## config.mk

```make
export PLATFORM = sky130hd
export DESIGN_NAME = dcs_serial
export DESIGN_NICKNAME = d
export VERILOG_FILES = /design/src/core/dcs_serial.v
export VERILOG_INCLUDE_DIRS = /design/src /design/src/core
export SDC_FILE = /design/constraint.sdc
export NUM_CORES = 1
export LEC_CHECK = 0
export BUFFER_PORTS_ARGS = -buffer_cell sky130_fd_sc_hd__buf_4
export CAP_MARGIN = 0
export CORE_UTILIZATION = 56
export CTS_CLUSTER_SIZE = 16
export DETAILED_ROUTE_END_ITERATION = 10
export GPL_ROUTABILITY_DRIVEN = 0
export PLACE_DENSITY = 0.76
export REMOVE_ABC_BUFFERS = 1
export SETUP_SLACK_MARGIN = 0.2
export SYNTH_ARGS = -nofsm -noshare
export SYNTH_HDL_FRONTEND = slang
export SYNTH_SLANG_ARGS = --single-unit
```

## constraint.sdc

```tcl
create_clock -name clock -period 3.4 [get_ports clock]
set_input_delay 0.17 -clock clock [delete_from_list [all_inputs] [get_ports clock]]
set_output_delay 0.17 -clock clock [all_outputs]
set_load 0.005 [all_outputs]
```

## src/core/dcs_consts.vh

```
/*
 * Constants of the two-channel serial controller: port addresses,
 * command codes, register pointers, field positions and reset values.
 * Assumes it is included once per design file by its bare name.
 */
`ifndef DCS_CONSTS_VH
`define DCS_CONSTS_VH

// Host-visible port addresses
`define DCS_ADDR_CH0_DATA 24'hc21001
`define DCS_ADDR_CH1_DATA 24'hc21003
`define DCS_ADDR_CH0_CTRL 24'hc21005
`define DCS_ADDR_CH1_CTRL 24'hc21007

// Command register fields and codes
`define DCS_WR0_CMD 5:3
`define DCS_WR0_PTR 2:0
`define DCS_CMD_NULL 3'h0
`define DCS_CMD_EXT_RESET 3'h2
`define DCS_CMD_CHAN_RESET 3'h3
`define DCS_CMD_REARM_RX 3'h4
`define DCS_CMD_TX_INT_CLR 3'h5
`define DCS_CMD_ERR_RESET 3'h6
`define DCS_CMD_RETI 3'h7

// Pointer values
`define DCS_REG_0 3'h0
`define DCS_REG_1 3'h1
`define DCS_REG_2 3'h2
`define DCS_REG_3 3'h3
`define DCS_REG_4 3'h4
`define DCS_REG_5 3'h5

// Interrupt setup fields
`define DCS_WR1_RXMODE 4:3
`define DCS_WR1_SAV 2
`define DCS_WR1_TXIE 1
`define DCS_WR1_EXTIE 0
`define DCS_RXI_OFF 2'h0
`define DCS_RXI_FIRST 2'h1
`define DCS_RXI_ALL_PAR 2'h2
`define DCS_RXI_ALL 2'h3

// Receive, clock and transmit setup fields
`define DCS_WR3_LEN 7:6
`define DCS_WR3_AUTO 5
`define DCS_WR3_RXEN 0
`define DCS_WR4_CLK 7:6
`define DCS_WR4_PEV 1
`define DCS_WR4_PEN 0
`define DCS_WR5_DTR 7
`define DCS_WR5_LEN 6:5
`define DCS_WR5_BRK 4
`define DCS_WR5_TXEN 3
`define DCS_WR5_RTS 1

// Status bit positions
`define DCS_RR0_BRK 7
`define DCS_RR0_CTS 5
`define DCS_RR0_DCD 3
`define DCS_RR0_TBE 2
`define DCS_RR0_IP 1
`define DCS_RR0_RCA 0
`define DCS_RR1_ERR 6:4
`define DCS_RR1_SENT 0

// Interrupt source index inside a channel
`define DCS_SRC_TX 2'h0
`define DCS_SRC_EXT 2'h1
`define DCS_SRC_RX 2'h2
`define DCS_SRC_SP 2'h3

// Sizes, divisors, lengths and reset values
`define DCS_RXQ_DEPTH 3
`define DCS_RXQ_AW 2
`define DCS_TXQ_DEPTH 2
`define DCS_TXQ_AW 1
`define DCS_DIV_1 7'd1
`define DCS_DIV_16 7'd16
`define DCS_DIV_32 7'd32
`define DCS_DIV_64 7'd64
`define DCS_LEN_5 4'h5
`define DCS_LEN_6 4'h6
`define DCS_LEN_7 4'h7
`define DCS_LEN_8 4'h8
`define DCS_RST_BYTE 8'h00
`define DCS_MARK 1'b1

`endif

```

## src/core/dcs_serial.v

```verilog
/*
 * Two-channel serial controller: byte ports for host, per-channel
 * pointer/command registers, transmitter, receiver, modem lines and
 * vectored interrupt request; plus the small FIFO used as char_queue.
 * Assumes a host bus on the same clock with one-cycle read and write
 * strobes, and bit clocks, data and modem inputs arriving on pins.
 */
// Behaviour
// Pointer field selects next accessed register
// Command field decodes seven documented actions
// External status latched until reset command
// External reset also clears status interrupt
// First-character mode waits for rearm command
// Transmit empty interrupt, clearable by command
// Framing, overrun, parity errors latch until reset
// Return command clears serviced interrupt, channel 0
// Receive interrupt mode field selects behaviour
// Status-modifies-vector rewrites vector bits three-one
// Enables for transmit and modem-change interrupts
// Channel 1 holds and returns base vector; reads return vec_c, with bits three-one modified under R10
// Receive length codes give 5,7,6,8 bits
// Modem-gated flow gates receive and transmit
// Receiver enable bit; software zeros reserved bits
// Clock mode divides bit clock 1,16,32,64
// Terminal-ready and request-to-send follow setup bits
// Transmit length codes give 5,7,6,8 bits
// Break holds line low; enable gates transmit
// Break, clear-to-send, carrier-detect status bits
// Buffer-free, pending and character-ready status
// All-sent only after shifter fully drained
// Vector code per channel and source
// Three-character receive queue, overrun when full
// Pointer returns to zero after access
// Channels independent except shared vector settings

`include "dcs_consts.vh"

module dcs_fifo #(
  parameter WIDTH = 8,
  parameter DEPTH = 8,
  parameter AW = 3
) (
  // Clock and resets
  input wire clock,
  input wire resetn,
  input wire flush,
  // Filling side
  input wire in_valid,
  input wire [WIDTH-1:0] in_data,
  output wire in_ready,
  // Draining side
  output wire out_valid,
  output wire [WIDTH-1:0] out_data,
  input wire out_ready
);
  localparam integer LAST_I = DEPTH - 1;
  localparam [AW:0] FULL = DEPTH[AW:0];
  localparam [AW-1:0] LAST = LAST_I[AW-1:0];
  reg [WIDTH-1:0] mem_r [0:DEPTH-1];
  reg [AW-1:0] wp_r;
  reg [AW-1:0] rp_r;
  reg [AW:0] cnt_r;
  wire push = in_valid & in_ready;
  wire pop = out_valid & out_ready;

  // Honest flags straight from the fill count
  assign in_ready = (cnt_r != FULL);
  assign out_valid = (cnt_r != {(AW+1){1'b0}});
  assign out_data = mem_r[rp_r];

  // Pointers wrap at DEPTH, which need not be a power of two
  always @(posedge clock) begin
    if (!resetn || flush) begin
      wp_r <= {AW{1'b0}};
      rp_r <= {AW{1'b0}};
      cnt_r <= {(AW+1){1'b0}};
    end else begin
      if (push) begin
        mem_r[wp_r] <= in_data;
        wp_r <= (wp_r == LAST) ? {AW{1'b0}} : wp_r + {{(AW-1){1'b0}}, 1'b1};
      end
      if (pop)
        rp_r <= (rp_r == LAST) ? {AW{1'b0}} : rp_r + {{(AW-1){1'b0}}, 1'b1};
      if (push && !pop)
        cnt_r <= cnt_r + {{AW{1'b0}}, 1'b1};
      else if (pop && !push)
        cnt_r <= cnt_r - {{AW{1'b0}}, 1'b1};
    end
  end
endmodule // dcs_fifo

module dcs_serial (
  // Clock and reset
  input wire clock,
  input wire resetn,
  // Host byte bus
  input wire [23:0] bus_addr,
  input wire bus_wr,
  input wire bus_rd,
  input wire [7:0] bus_wdata,
  output reg [7:0] bus_rdata_r,
  // Interrupt request and vector
  output reg irq_n_r,
  output reg [7:0] int_vector_r,
  // Serial pins, index is channel
  input wire [1:0] bclk,
  input wire [1:0] rxd,
  input wire [1:0] cts_n,
  input wire [1:0] dcd_n,
  output wire [1:0] txd,
  output wire [1:0] rts_n,
  output wire [1:0] dtr_n
);
  localparam TX_IDLE = 1'b0;
  localparam TX_SHIFT = 1'b1;
  localparam RX_IDLE = 1'b0;
  localparam RX_RUN = 1'b1;

  // Port decode: {hit, control, channel}
  function [2:0] port_sel;
    input [23:0] a;
    begin
      if (a == `DCS_ADDR_CH0_DATA) port_sel = 3'h4;
      else if (a == `DCS_ADDR_CH1_DATA) port_sel = 3'h5;
      else if (a == `DCS_ADDR_CH0_CTRL) port_sel = 3'h6;
      else if (a == `DCS_ADDR_CH1_CTRL) port_sel = 3'h7;
      else port_sel = 3'h0;
    end
  endfunction

  // length code decode
  function [3:0] char_len;
    input [1:0] code;
    begin
      case (code)
        2'h0: char_len = `DCS_LEN_5;
        2'h1: char_len = `DCS_LEN_7;
        2'h2: char_len = `DCS_LEN_6;
        default: char_len = `DCS_LEN_8;
      endcase
    end
  endfunction

  // bit clock ticks per bit
  function [6:0] div_ticks;
    input [1:0] mode;
    begin
      case (mode)
        2'h0: div_ticks = `DCS_DIV_1;
        2'h1: div_ticks = `DCS_DIV_16;
        2'h2: div_ticks = `DCS_DIV_32;
        default: div_ticks = `DCS_DIV_64;
      endcase
    end
  endfunction

  // Frame LSB first: start, data, optional parity, stop fill
  function [10:0] tx_frame;
    input [7:0] d;
    input [3:0] len;
    input pen;
    input pbit;
    integer i;
    begin
      tx_frame = {11{`DCS_MARK}};
      tx_frame[0] = 1'b0;
      for (i = 0; i < 8; i = i + 1)
        if (i < len) tx_frame[i+1] = d[i];
      if (pen) tx_frame[len+1] = pbit;
    end
  endfunction

  // Highest pending source: channel 0 first, special, rx, tx, ext
  function [3:0] pick_src;
    input [7:0] ip;
    begin
      if (ip[3]) pick_src = {1'b1, 1'b1, `DCS_SRC_SP};
      else if (ip[2]) pick_src = {1'b1, 1'b1, `DCS_SRC_RX};
      else if (ip[0]) pick_src = {1'b1, 1'b1, `DCS_SRC_TX};
      else if (ip[1]) pick_src = {1'b1, 1'b1, `DCS_SRC_EXT};
      else if (ip[7]) pick_src = {1'b1, 1'b0, `DCS_SRC_SP};
      else if (ip[6]) pick_src = {1'b1, 1'b0, `DCS_SRC_RX};
      else if (ip[4]) pick_src = {1'b1, 1'b0, `DCS_SRC_TX};
      else if (ip[5]) pick_src = {1'b1, 1'b0, `DCS_SRC_EXT};
      else pick_src = 4'h0;
    end
  endfunction

  wire [5:0] ptr_w;
  wire [15:0] rr0_w;
  wire [15:0] rr1_w;
  wire [15:0] rxh_w;
  wire [7:0] ip_w;
  wire [1:0] sav_w;
  reg [7:0] base_r;
  reg [7:0] vec_c;
  wire [2:0] wsel = port_sel(bus_addr);
  wire [3:0] pick = pick_src(ip_w);
  wire [2:0] pick_idx = {~pick[2], pick[1:0]};
  // return command exists on channel 0 only
  wire reti_go = bus_wr & (wsel == 3'h6) & (ptr_w[2:0] == `DCS_REG_0) &
    (bus_wdata[`DCS_WR0_CMD] == `DCS_CMD_RETI);
  wire [7:0] reti_clr = (reti_go & pick[3]) ? (8'h01 << pick_idx) : 8'h00;

  // modify bits three-one when enabled; R23: source code
  always @* begin
    vec_c = base_r;
    if (sav_w[1] && pick[3])
      vec_c = {base_r[7:4], pick[2:0], base_r[0]};
  end

  // base vector lives in channel 1 only
  always @(posedge clock) begin
    if (!resetn)
      base_r <= `DCS_RST_BYTE;
    else if (bus_wr && wsel == 3'h7 && ptr_w[5:3] == `DCS_REG_2)
      base_r <= bus_wdata;
  end

  // Request and vector outputs registered
  always @(posedge clock) begin
    if (!resetn) begin
      irq_n_r <= 1'b1;
      int_vector_r <= `DCS_RST_BYTE;
    end else begin
      irq_n_r <= ~(|ip_w);
      int_vector_r <= vec_c;
    end
  end

  // Read mux; unmapped addresses and absent registers read zero
  always @(posedge clock) begin
    if (!resetn)
      bus_rdata_r <= `DCS_RST_BYTE;
    else if (bus_rd) begin
      if (wsel == 3'h4)
        bus_rdata_r <= rxh_w[7:0];
      else if (wsel == 3'h5)
        bus_rdata_r <= rxh_w[15:8];
      else if (wsel[2:1] == 2'h3) begin
        // pointer picks the read register
        if ((wsel[0] ? ptr_w[5:3] : ptr_w[2:0]) == `DCS_REG_0)
          bus_rdata_r <= wsel[0] ? rr0_w[15:8] : (rr0_w[7:0] |
            ({7'h0, |ip_w} << `DCS_RR0_IP));
        else if ((wsel[0] ? ptr_w[5:3] : ptr_w[2:0]) == `DCS_REG_1)
          bus_rdata_r <= wsel[0] ? rr1_w[15:8] : rr1_w[7:0];
        else if ((wsel[0] ? ptr_w[5:3] : ptr_w[2:0]) == `DCS_REG_2)
          bus_rdata_r <= wsel[0] ? vec_c : `DCS_RST_BYTE;
        else
          bus_rdata_r <= `DCS_RST_BYTE;
      end else
        bus_rdata_r <= `DCS_RST_BYTE;
    end
  end

  // one independent copy of the channel logic each
  genvar gi;
  generate
    for (gi = 0; gi < 2; gi = gi + 1) begin : gen_ch
      localparam [0:0] CH = (gi == 1);
      reg [2:0] rx_s;
      reg [2:0] cts_s;
      reg [2:0] dcd_s;
      reg [2:0] bck_s;
      reg [2:0] ptr_r;
      reg [7:0] wr1_r;
      reg [7:0] wr3_r;
      reg [7:0] wr4_r;
      reg [7:0] wr5_r;
      reg tx_st_r;
      reg [10:0] tsh_r;
      reg [3:0] tleft_r;
      reg [6:0] tdiv_r;
      reg txd_r;
      reg rts_n_r;
      reg dtr_n_r;
      reg tx_av_q;
      reg rx_st_r;
      reg [6:0] rdiv_r;
      reg [3:0] ridx_r;
      reg [7:0] rsh_r;
      reg rpar_r;
      reg rstop_r;
      reg rx_fin_r;
      reg brk_live_r;
      reg [2:0] err_r;
      reg [2:0] ref_r;
      reg [2:0] shown_r;
      reg elat_r;
      reg [3:0] ip_r;
      reg arm_r;
      reg [7:0] rr0_c;
      wire tx_rdy;
      wire tx_av;
      wire [7:0] tx_d;
      wire rx_rdy;
      wire rx_av;
      wire [7:0] rx_head;

      // Second stage feeds logic, third stage only the bit clock edge; first stage feeds the second alone
      always @(posedge clock) begin
        if (!resetn) begin
          rx_s <= 3'h7;
          cts_s <= 3'h7;
          dcd_s <= 3'h7;
          bck_s <= 3'h0;
        end else begin
          rx_s <= {rx_s[1:0], rxd[gi]};
          cts_s <= {cts_s[1:0], cts_n[gi]};
          dcd_s <= {dcd_s[1:0], dcd_n[gi]};
          bck_s <= {bck_s[1:0], bclk[gi]};
        end
      end

      wire tick = bck_s[1] & ~bck_s[2];
      wire rx_line = rx_s[1];
      wire cts_on = ~cts_s[1];
      wire dcd_on = ~dcd_s[1];
      wire ctl_wr = bus_wr & (wsel == {2'h3, CH});
      wire ctl_rd = bus_rd & (wsel == {2'h3, CH});
      wire dat_wr = bus_wr & (wsel == {2'h2, CH});
      wire dat_rd = bus_rd & (wsel == {2'h2, CH});
      wire cmd_go = ctl_wr & (ptr_r == `DCS_REG_0);
      wire [2:0] cmd = bus_wdata[`DCS_WR0_CMD];
      // command decode, other codes do nothing
      wire chan_rst = cmd_go & (cmd == `DCS_CMD_CHAN_RESET);
      wire ext_rst = cmd_go & (cmd == `DCS_CMD_EXT_RESET);
      wire rearm = cmd_go & (cmd == `DCS_CMD_REARM_RX);
      wire txi_clr = cmd_go & (cmd == `DCS_CMD_TX_INT_CLR);
      wire err_rst = cmd_go & (cmd == `DCS_CMD_ERR_RESET);
      wire [6:0] nper = div_ticks(wr4_r[`DCS_WR4_CLK]);
      wire pen = wr4_r[`DCS_WR4_PEN];
      wire pev = wr4_r[`DCS_WR4_PEV];
      wire [1:0] rmode = wr1_r[`DCS_WR1_RXMODE];

      // pointer and write registers; R25: back to zero after use
      always @(posedge clock) begin
        if (!resetn || chan_rst) begin
          ptr_r <= `DCS_REG_0;
          wr1_r <= `DCS_RST_BYTE;
          wr3_r <= `DCS_RST_BYTE;
          wr4_r <= `DCS_RST_BYTE;
          wr5_r <= `DCS_RST_BYTE;
        end else if (ctl_wr) begin
          if (ptr_r == `DCS_REG_0)
            ptr_r <= bus_wdata[`DCS_WR0_PTR];
          else begin
            ptr_r <= `DCS_REG_0;
            if (ptr_r == `DCS_REG_1)
              wr1_r <= bus_wdata;
            else if (ptr_r == `DCS_REG_3)
              wr3_r <= bus_wdata;
            else if (ptr_r == `DCS_REG_4)
              wr4_r <= bus_wdata;
            else if (ptr_r == `DCS_REG_5)
              wr5_r <= bus_wdata;
          end
        end else if (ctl_rd)
          ptr_r <= `DCS_REG_0;
      end

      // transmit length; R14 and R19: gating of start
      wire [3:0] tlen = char_len(wr5_r[`DCS_WR5_LEN]);
      wire [7:0] tmask = 8'hff >> (4'h8 - tlen);
      wire tpar = (^(tx_d & tmask)) ^ ~pev;
      wire tx_start = (tx_st_r == TX_IDLE) & tx_av & wr5_r[`DCS_WR5_TXEN] &
        (~wr3_r[`DCS_WR3_AUTO] | cts_on);

      // Two-deep transmit buffer; a host write to a full buffer is dropped
      dcs_fifo #(.WIDTH(8), .DEPTH(`DCS_TXQ_DEPTH), .AW(`DCS_TXQ_AW)) u_txq (
        .clock(clock),
        .resetn(resetn),
        .flush(chan_rst),
        .in_valid(dat_wr),
        .in_data(bus_wdata),
        .in_ready(tx_rdy),
        .out_valid(tx_av),
        .out_data(tx_d),
        .out_ready(tx_start)
      );

      // Transmitter; a buffered character waits while disabled
      always @(posedge clock) begin
        if (!resetn || chan_rst) begin
          tx_st_r <= TX_IDLE;
          tsh_r <= {11{`DCS_MARK}};
          tleft_r <= 4'h0;
          tdiv_r <= 7'h0;
          txd_r <= `DCS_MARK;
        end else begin
          case (tx_st_r)
            TX_IDLE: if (tx_start) begin
              tsh_r <= tx_frame(tx_d, tlen, pen, tpar);
              tleft_r <= tlen + 4'h2 + {3'h0, pen};
              tdiv_r <= 7'h0;
              tx_st_r <= TX_SHIFT;
            end
            default: if (tick) begin
              if (tdiv_r == nper - 7'h1) begin
                tdiv_r <= 7'h0;
                tsh_r <= {`DCS_MARK, tsh_r[10:1]};
                tleft_r <= tleft_r - 4'h1;
                if (tleft_r == 4'h1)
                  tx_st_r <= TX_IDLE;
              end else
                tdiv_r <= tdiv_r + 7'h1;
            end
          endcase
          // break overrides everything on the line
          txd_r <= wr5_r[`DCS_WR5_BRK] ? 1'b0 :
            ((tx_st_r == TX_SHIFT) ? tsh_r[0] : `DCS_MARK);
        end
      end

      // modem outputs follow setup bits, active low pins
      always @(posedge clock) begin
        if (!resetn) begin
          rts_n_r <= 1'b1;
          dtr_n_r <= 1'b1;
        end else begin
          rts_n_r <= ~wr5_r[`DCS_WR5_RTS];
          dtr_n_r <= ~wr5_r[`DCS_WR5_DTR];
        end
      end

      // receive length, enable and carrier gating
      wire [3:0] rlen = char_len(wr3_r[`DCS_WR3_LEN]);
      wire [3:0] rlast = rlen + 4'h1 + {3'h0, pen};
      wire rx_ok = wr3_r[`DCS_WR3_RXEN] & ~brk_live_r &
        (~wr3_r[`DCS_WR3_AUTO] | dcd_on);

      // Receiver: start found on a tick, each bit sampled mid-cell
      always @(posedge clock) begin
        if (!resetn || chan_rst) begin
          rx_st_r <= RX_IDLE;
          rdiv_r <= 7'h0;
          ridx_r <= 4'h0;
          rsh_r <= 8'h00;
          rpar_r <= 1'b0;
          rstop_r <= `DCS_MARK;
          rx_fin_r <= 1'b0;
        end else begin
          rx_fin_r <= 1'b0;
          case (rx_st_r)
            RX_IDLE: if (tick && !rx_line && rx_ok) begin
              rx_st_r <= RX_RUN;
              rsh_r <= 8'h00;
              // Direct clock: the detecting edge is the start sample
              ridx_r <= (nper == `DCS_DIV_1) ? 4'h1 : 4'h0;
              rdiv_r <= nper >> 1;
            end
            default: if (tick) begin
              if (rdiv_r != 7'h0)
                rdiv_r <= rdiv_r - 7'h1;
              else begin
                rdiv_r <= nper - 7'h1;
                ridx_r <= ridx_r + 4'h1;
                if (ridx_r == 4'h0) begin
                  if (rx_line) rx_st_r <= RX_IDLE;
                end else if (ridx_r <= rlen)
                  rsh_r <= {rx_line, rsh_r[7:1]};
                else if (ridx_r != rlast)
                  rpar_r <= rx_line;
                else begin
                  rstop_r <= rx_line;
                  rx_fin_r <= 1'b1;
                  rx_st_r <= RX_IDLE;
                end
              end
            end
          endcase
        end
      end

      wire [7:0] rdat = rsh_r >> (4'h8 - rlen);
      wire rpe = pen & (rpar_r != ((^rdat) ^ ~pev));
      wire rbrk = (rdat == 8'h00) & ~rstop_r & ~(pen & rpar_r);
      wire r_push = rx_fin_r & ~rbrk;
      wire r_fe = rx_fin_r & ~rbrk & ~rstop_r;
      // overrun when queue already holds three characters
      wire r_ov = r_push & ~rx_rdy;
      wire r_pe = r_push & rpe;

      // Receive char_queue; a new char on a full queue is dropped
      dcs_fifo #(.WIDTH(8), .DEPTH(`DCS_RXQ_DEPTH), .AW(`DCS_RXQ_AW)) u_rxq (
        .clock(clock),
        .resetn(resetn),
        .flush(chan_rst),
        .in_valid(r_push),
        .in_data(rdat),
        .in_ready(rx_rdy),
        .out_valid(rx_av),
        .out_data(rx_head),
        .out_ready(dat_rd)
      );

      // error bits latch; a new error beats the reset
      always @(posedge clock) begin
        if (!resetn || chan_rst)
          err_r <= 3'h0;
        else
          err_r <= (err_rst ? 3'h0 : err_r) | {r_fe, r_ov, r_pe};
      end

      // Break holds until the line returns to mark
      always @(posedge clock) begin
        if (!resetn || chan_rst)
          brk_live_r <= 1'b0;
        else if (rx_fin_r && rbrk)
          brk_live_r <= 1'b1;
        else if (rx_line)
          brk_live_r <= 1'b0;
      end

      wire [2:0] live = {brk_live_r, cts_on, dcd_on};
      wire [2:0] chg = live ^ ref_r;
      wire echg = ~elat_r & (chg != 3'h0);
      wire [2:0] first = chg[2] ? 3'h4 : (chg[1] ? 3'h2 : 3'h1);

      // external status frozen until reset reloads it
      // first changed bit in break, cts, dcd order reads one, other two read zero
      always @(posedge clock) begin
        if (!resetn) begin
          ref_r <= 3'h0;
          shown_r <= 3'h0;
          elat_r <= 1'b0;
        end else if (ext_rst || chan_rst) begin
          ref_r <= live;
          shown_r <= live;
          elat_r <= 1'b0;
        end else if (echg) begin
          shown_r <= first;
          elat_r <= 1'b1;
        end
      end

      // receive interrupt per mode; R5: first-char waits rearm
      wire s_rx = r_push & ((rmode == `DCS_RXI_ALL_PAR) | (rmode == `DCS_RXI_ALL) |
        ((rmode == `DCS_RXI_FIRST) & arm_r));
      wire s_sp = (rmode != `DCS_RXI_OFF) & (r_fe | r_ov |
        (r_pe & (rmode == `DCS_RXI_ALL_PAR)));
      // set when buffer drains; R11: enables
      wire s_tx = tx_av_q & ~tx_av & wr1_r[`DCS_WR1_TXIE];
      wire s_ext = echg & wr1_r[`DCS_WR1_EXTIE];
      wire [3:0] iset = {s_sp, s_rx, s_ext, s_tx};
      // clears; reads and writes clear too
      wire [3:0] iclr = reti_clr[gi*4 +: 4] | {err_rst, dat_rd, ext_rst, txi_clr | dat_wr};

      // Pending sources; a new event beats its clear
      always @(posedge clock) begin
        if (!resetn || chan_rst) begin
          ip_r <= 4'h0;
          arm_r <= 1'b1;
          tx_av_q <= 1'b0;
        end else begin
          ip_r <= (ip_r & ~iclr) | iset;
          tx_av_q <= tx_av;
          // rearm command reopens first-character capture
          if (rearm)
            arm_r <= 1'b1;
          else if (s_rx && rmode == `DCS_RXI_FIRST)
            arm_r <= 1'b0;
        end
      end

      // status byte; pending bit merged at top for channel 0
      always @* begin
        rr0_c = 8'h00;
        rr0_c[`DCS_RR0_BRK] = shown_r[2];
        rr0_c[`DCS_RR0_CTS] = shown_r[1];
        rr0_c[`DCS_RR0_DCD] = shown_r[0];
        rr0_c[`DCS_RR0_TBE] = tx_rdy;
        rr0_c[`DCS_RR0_RCA] = rx_av;
      end

      assign ptr_w[gi*3 +: 3] = ptr_r;
      assign rr0_w[gi*8 +: 8] = rr0_c;
      // all sent needs empty buffer and idle shifter
      assign rr1_w[gi*8 +: 8] = {1'b0, err_r, 3'h0, ~tx_av & (tx_st_r == TX_IDLE)};
      assign rxh_w[gi*8 +: 8] = rx_av ? rx_head : 8'h00;
      assign ip_w[gi*4 +: 4] = ip_r;
      assign sav_w[gi] = wr1_r[`DCS_WR1_SAV];
      assign txd[gi] = txd_r;
      assign rts_n[gi] = rts_n_r;
      assign dtr_n[gi] = dtr_n_r;
    end
  endgenerate
endmodule // dcs_serial

```

==> results of run 1 <==
[area by class of cell]
| class | instances | area (um^2) | share of cell area (%) |
|---|---|---|---|
| multi-input combinational | 1228 | 8028 | 43.87 |
| sequential | 326 | 7337 | 40.10 |
| clock buffer | 47 | 1018 | 5.566 |
| timing repair buffer | 118 | 908.4 | 4.964 |
| tap | 378 | 473.0 | 2.585 |
| clock inverter | 16 | 266.5 | 1.457 |
| inverter | 69 | 266.5 | 1.457 |
[layer usage]
layer / vias to the layer above / track usage [%]
li1: 6154 / -
met1: 5999 / 32.84
met2: 307 / 44.12
met3: 87 / 3.163
met4: 0 / 9.714
met5: - / 0
[registers in the layout (all words and copies together), names as in the netlist, 8 cells and up, named ones only]
| signal | count |
|---|---|
| gen_ch.rsh_r | 16 |
| gen_ch.u_rxq.mem_r | 48 |
| gen_ch.wr4_r | 8 |
| base_r | 8 |
| gen_ch.rdiv_r | 14 |
| gen_ch.wr1_r | 9 |
| int_vector_r | 8 |
| gen_ch.tsh_r | 22 |
| gen_ch.tdiv_r | 14 |
| gen_ch.ip_r | 8 |
| gen_ch.ridx_r | 8 |
| gen_ch.tleft_r | 8 |
| gen_ch.wr5_r | 12 |
| bus_rdata_r | 8 |
| gen_ch.u_txq.mem_r | 32 |
| gen_ch.wr3_r | 8 |
[through the flow]
stage	TNS, ns	worst slack [ns]
2_1_floorplan	-218.44	-1.952
3_3_place_gp	0	0.1570
3_5_place_dp	0	0.03295
4_1_cts	0	0.04879
5_1_grt	0	0.1183
6_report	0	0.3615
[synth_stat cells (4+ instances only)]
master,n
nor2b_1,29
mux2i_1,86
a21boi_0,9
o21a_1,6
a31oi_1,17
nor3_1,36
o2111a_1,7
nor3b_1,11
clkbuf_1,58
or3_1,12
ha_1,60
a211oi_1,9
nand4_1,15
dfxtp_1,246
edfxtp_1,80
mux4_2,10
nand2_1,176
buf_2,17
a32oi_1,5
nand3b_1,6
o211ai_1,13
xnor3_1,4
o21ai_0,82
nor4_1,13
nand4b_1,7
xor2_1,41
and2_1,16
a21oi_1,120
inv_1,67
nand3_1,54
buf_4,10
a21o_1,4
fa_1,4
nand2b_1,24
o221ai_1,5
nor2_1,217
a22oi_1,7
and3_1,12
and4_1,4
o31ai_1,5
xnor2_1,36
[worst paths after layout]
| check | start | end | slack [ns] |
|---|---|---|---|
| max | gen_ch[1].wr3_r[6] | gen_ch[1].u_rxq.cnt_r[2] | 0.36 |
| max reg2reg | gen_ch[1].wr3_r[6] | gen_ch[1].u_rxq.cnt_r[2] | 0.36 |
| min | bus_wdata[1] | gen_ch[1].u_txq.mem_r[0][1] | 0.01 |
| min reg2reg | gen_ch[0].wr5_r[7] | gen_ch[0].dtr_n_r | 0.39 |
[timing repair]
action | 4_1_cts | 5_1_grt
pin swaps | 0 | 13
buffers inserted | 0 | 3
endpoints found under the setup margin | 20 | 37
hold buffers | 9 | 0
gates resized for setup | 8 | 29
endpoints found under the hold margin | 14 | 0
[power by group]
group          switching (mW)  leakage (nW)  total, mW  internal (mW)
logic                   0.142          3.81      0.232         0.0901
clock network            1.54         0.617       4.19           2.64
registers              0.0179          2.71       3.99           3.98
[layout by cell type (no fill, tap or decap), drive strengths merged, types with 17 or more instances in the layout]
cell,count
a21oi,120
nand2b,24
nor2b,29
xor2,41
clkbuf,47
mux2i,86
buf,109
ha,60
o21ai,85
edfxtp,80
dfxtp,246
nand3,55
xnor2,36
inv,69
nor2,220
a31oi,17
nand2,177
nor3,38
[cells by family (layout without fill, tap and decap cells)]
| logic type | after synthesis | after routing |
|---|---|---|
| simple gates | 657 | 657 |
| compound gates | 327 | 327 |
| flops | 326 | 326 |
| buf+inv | 157 | 250 |
| mux | 99 | 99 |
| xor+xnor | 81 | 81 |
| fa+ha+maj | 64 | 64 |
[worst max-delay path: stages (launching register included)]
cell and delay, ns:
dfxtp_4 0.37, inv_2 0.06, ha_4 0.27, nor3_4 0.18, nand2_1 0.12, o21ai_1 0.11
nand2_1 0.09, ha_1 0.21, inv_1 0.05, a211oi_1 0.04, nand4_1 0.12, nand3_1 0.11
inv_1 0.07, ha_2 0.17, inv_1 0.06, fa_1 0.42, xor2_1 0.15, nor2_1 0.13
xnor2_1 0.13, nor2_1 0.05
==> impl_metrics.ini, run 1 <==
[route]
vias_per_cell = 5.750
wl_met1_mm = 16.03
vias = 12550
wl_mm = 36.98
detail-route-antenna-nets = 0
dr_wl_met2_mm = 18.07
drt_first_pass_iters = 6
routed-wl-met3_mm = 1.685
wl_per_cell_um = 16.95
drc = 0
routed.top_layer = met4
drt_iter0_drc = 1012

[timing]
tightest_slew_ns = 0.8058
hold_viol_final = 0
setup_viol = 0
period_needed_ns = 3.039
whs_ns = 0.01395
max_slew_margin_pct = 46.08
fmax_mhz = 329.1
skew_ns = 0.01013
rsz0062_at_grt = false
slew_viol_final = 0
post-route-period-util_pct = 89.37

[outcome]
status = finished clean

[yosys]
synth_compound_area_share_pct = 12.61
syn_inst = 1711
synth_top_area_share_pct = 31.01
synth_area_leaders = dfxtp_1 (31%), edfxtp_1 (15%), mux2i_1 (5.4%)
ys_warn_count = 0
synth_area_leader_cell = dfxtp_1
synth-simple-area-share_pct = 20.07
synthAdderAreaFrac_pct = 5.231
avgSynthCellArea_um2 = 9.282
synth_xor_area_share_pct = 4.814
synth.yosys.seq_area_share_pct = 46.14
synth_edf_count = 80
synth_mux_area_share_pct = 7.051
synth_area_um2 = 15880
synth_ff_type = dfxtp_1
synth_async_sr_flop_share_pct = 0
ys_types = 81
synth_top_family_by_area = simple AND/OR/NAND/NOR gates
ys_ff_latch = 326

[setup_path]
critPathLaunchType = flip-flop
worst-r2r-cell-count = 19
end_kind = flip-flop
critPathMaxFanout = 5
arrival_ns = 3.42
worstSetupPathType = reg2reg
required_ns = 3.78

[floorplan]
io_pins = 67
rows = 61
die-area_um2 = 29040
die_h_um = 170.4
core_area_um2 = 27860
initial_core_util_pct = 57.01
die-width_um = 170.4

[layout]
diodes = 0
syn2layout_area_growth_pct = 15.21
fin_area_um2 = 18300
fill_cells = 2192
fin_cells = 2182
utilization_pct = 65.68
drive_above_1_share_pct = 12.47
nets = 1886

[power_and_ir_drop]
power_density_nw_per_um2 = 459.8
finalPower_mw = 8.413
vdd_ir_drop_max_uv = 489.8
p_leak_nw = 7.143

[placement]
hpwl_mm = 25.33
dp.cells = 2107
io_buffers = 66
dpl_cell_area_um2 = 16780

[clock_network]
h-tree-depth = 2
clkTransAtPathRegs_ns = 0.06
clock-sinks = 326
clk_latency_ns = 0.50
cts_tree = done
cts_buffers = 35
root_buffer = clkbuf_16
cts_max_path_buffers = 3

[min_path]
hold-path-cell-count = 1
hold_class = in2reg

[global_routing]
overflow = 0
grt_pass1_wl_mm = 60.09
grt_max_degree = 41
grt_pass1_vias = 12050
antenna_found_initial = 0
grt_usage_pct = 25.63

[run]
cap_violations = 0
Power figures use the tool's default switching activity.
==> inputs of run 2 (changes only) <==
Settings changed: SYNTH_HIERARCHICAL set to 1, TNS_END_PERCENT set to 5.
==> impl_metrics.ini, run 2 <==
[setup_path]
required_ns = 3.84
worstSetupPathType = reg2reg
critPathLaunchType = flip-flop
critPathMaxFanout = 7
critPathMaxStageDelay_ns = 0.50
cp_top_family = simple AND/OR/NAND/NOR gates
worstPathCellList = inv_2 -> buf_4 -> ha_4 -> nor2_4 -> buf_6 -> mux4_2 -> nand2_2 -> ha_1 -> and4b_1 -> nand3_2 -> nand2_2 -> inv_2 -> nand2_2 -> inv_2 -> ha_4 -> inv_1 -> fa_2 -> xor2_1 -> or3_1 -> a21oi_2
critical_path_buf_inv_count = 6
cp_slowest_cell = mux4_2
arrival_ns = 3.67
end_kind = flip-flop

[layout]
drive_above_1_share_pct = 15.69
final_cell_mix = dfxtp_1 (243), nand2_1 (184), nor2_1 (174)
nets = 1928
largest_reg_flops = 48
top_regs = gen_ch.u_rxq/mem_r (48), gen_ch.u_txq/mem_r (32), gen_ch.tsh_r (22)
diodes = 0
largest_register = gen_ch.u_rxq/mem_r
fin_area_um2 = 18700
multi_input_area_um2 = 8347
fin_cells = 2226
final_common_cell = dfxtp_1
fill_cells = 2232
regArea_um2 = 7331
syn2layout_area_growth_pct = 15.52

[global_routing]
grt_usage_pct = 26.07
grt_pass1_wl_mm = 61.60
antenna_found_initial = 0
overflow = 0
grt_max_degree = 65
grt_pass1_vias = 12410

[yosys]
synth.yosys.seq_area_share_pct = 45.26
yosysMostFrequentCell = dfxtp_1
ys_warn_count = 6
ys_ff_latch = 326
synth_async_sr_flop_share_pct = 0
synth_area_um2 = 16190
ys_types = 88
syn_inst = 1722
synth_edf_count = 80
synth_area_leader_cell = dfxtp_1
synth_top_area_share_pct = 30.42
avgSynthCellArea_um2 = 9.401
synth_area_leaders = dfxtp_1 (30%), edfxtp_1 (15%), mux2i_1 (5.7%)
synth_ff_type = dfxtp_1
synth_commonest_cells = dfxtp_1 (246), nand2_1 (190), nor2_1 (176)

[route]
drc = 0
wl_mm = 38.27
drt_iter0_drc = 920
drt_first_pass_iters = 5
wl_per_cell_um = 17.19
vias = 13080
detail-route-antenna-nets = 0
vias_per_cell = 5.876

[placement]
hpwl_mm = 26.40
dpl_cell_area_um2 = 17220
dp.cells = 2131
io_buffers = 66

[clock_network]
clkTransAtPathRegs_ns = 0.06
h-tree-depth = 2
cts_max_path_buffers = 3
clock-sinks = 326
cts_tree = done
cts_buffers = 35
root_buffer = clkbuf_16
clk_latency_ns = 0.51

[timing]
skew_ns = 0.01252
period_needed_ns = 3.228
slew_viol_final = 0
setup_viol = 0
setup_tns_ns = 0
tightest_slew_ns = 0.8317
rsz0062_at_grt = true
fmax_mhz = 309.8
max_slew_margin_pct = 44.08
hold_viol_final = 0
whs_ns = 0.02199
post-route-period-util_pct = 94.94

[floorplan]
rows = 61
die-area_um2 = 29590
die-width_um = 172.0
core_area_um2 = 28090
die_h_um = 172.0
initial_core_util_pct = 57.64
io_pins = 67

[power_and_ir_drop]
vdd_ir_drop_max_uv = 406.7
finalPower_mw = 7.791
power_density_nw_per_um2 = 416.6
p_leak_nw = 7.311

[min_path]
hold_class = in2reg

[run]
cap_violations = 0

[outcome]
status = finished clean
[run 2: changes by cell type after synthesis, sizes merged, moves of 8 or more]
cell	previous run	this run
nor2	220	176
a21oi	120	99
inv	67	82
nand2	177	192
mux2	3	17
xor2	41	27
xnor2	36	24
and2	16	27
buf	30	19
nand3	55	46
nor3	38	29
nand4	15	23
or3	12	20
[run 2: cell type report]
type / instances / share of cell area (%)
well taps: 378 / 2.529
flip-flops and latches: 326 / 39.20
clock buffers: 52 / 5.473
inverters: 85 / 1.760
clock inverters: 11 / 0.2944
repair buffers: 145 / 6.115
multi-input cells: 1229 / 44.63
[run 2: per-stage QoR]
step           worst slack, ns  util [%]
2_1_floorplan          -0.3490         -
3_3_place_gp           0.04188     61.30
3_5_place_dp           -0.1302     61.30
4_1_cts                 0.1961     66.28
5_1_grt                0.01600     66.59
6_report                0.1720     66.59
[run 2: kinds of logic (layout without fill, tap and decap cells)]
group                    after synthesis  in the layout  share of synthesized area [%]
AO/OA/AOI/OAI                        340            340                          13.53
XOR/XNOR                              57             57                          3.594
adder cells (fa/ha/maj)               62             62                          4.977
buffers and inverters                167            293                          4.081
flip-flops                           326            326                          45.26
multiplexers                         119            119                          8.262
AND/OR/NAND/NOR                      651            651                          20.30
[run 2: report_power, final]
group          switching (mW)  leakage (nW)  internal [mW]
Combinational           0.148          4.05         0.0925
Sequential             0.0177          2.72           3.98
Clock                    1.47         0.535           2.08
[run 2: path summary, 6_finish.rpt]
check | cells after the start | slack, ns | endpoint | from
setup / recovery | 20 | 0.17 | gen_ch[1].u_rxq/cnt_r[2] | gen_ch[1].wr3_r[7]
hold / removal | 2 | 0.02 | bus_rdata_r[0] | bus_rd
setup reg to reg | 20 | 0.17 | gen_ch[1].u_rxq/cnt_r[2] | gen_ch[1].wr3_r[7]
hold reg to reg | 1 | 0.39 | gen_ch[1].dtr_n_r | gen_ch[1].wr5_r[7]
[run 2: routing by layer]
layer  vias to the layer above  global-route usage [%]  wire length (um)
li1                       6329                       -                 -
met1                      6271                   35.53             17040
met2                       414                   42.65             17910
met3                        66                   4.166              2488
met4                         0                   7.618               830
met5                         -                       0                 0
[run 2: repair_timing]
item / CTS / global route
gates resized for setup: 30 / 16
pin swaps: 9 / 11
setup buffers: 19 / 4
hold endpoints to repair: 14 / 0
hold buffers: 9 / 0
endpoints found under the setup margin: 4 / 20
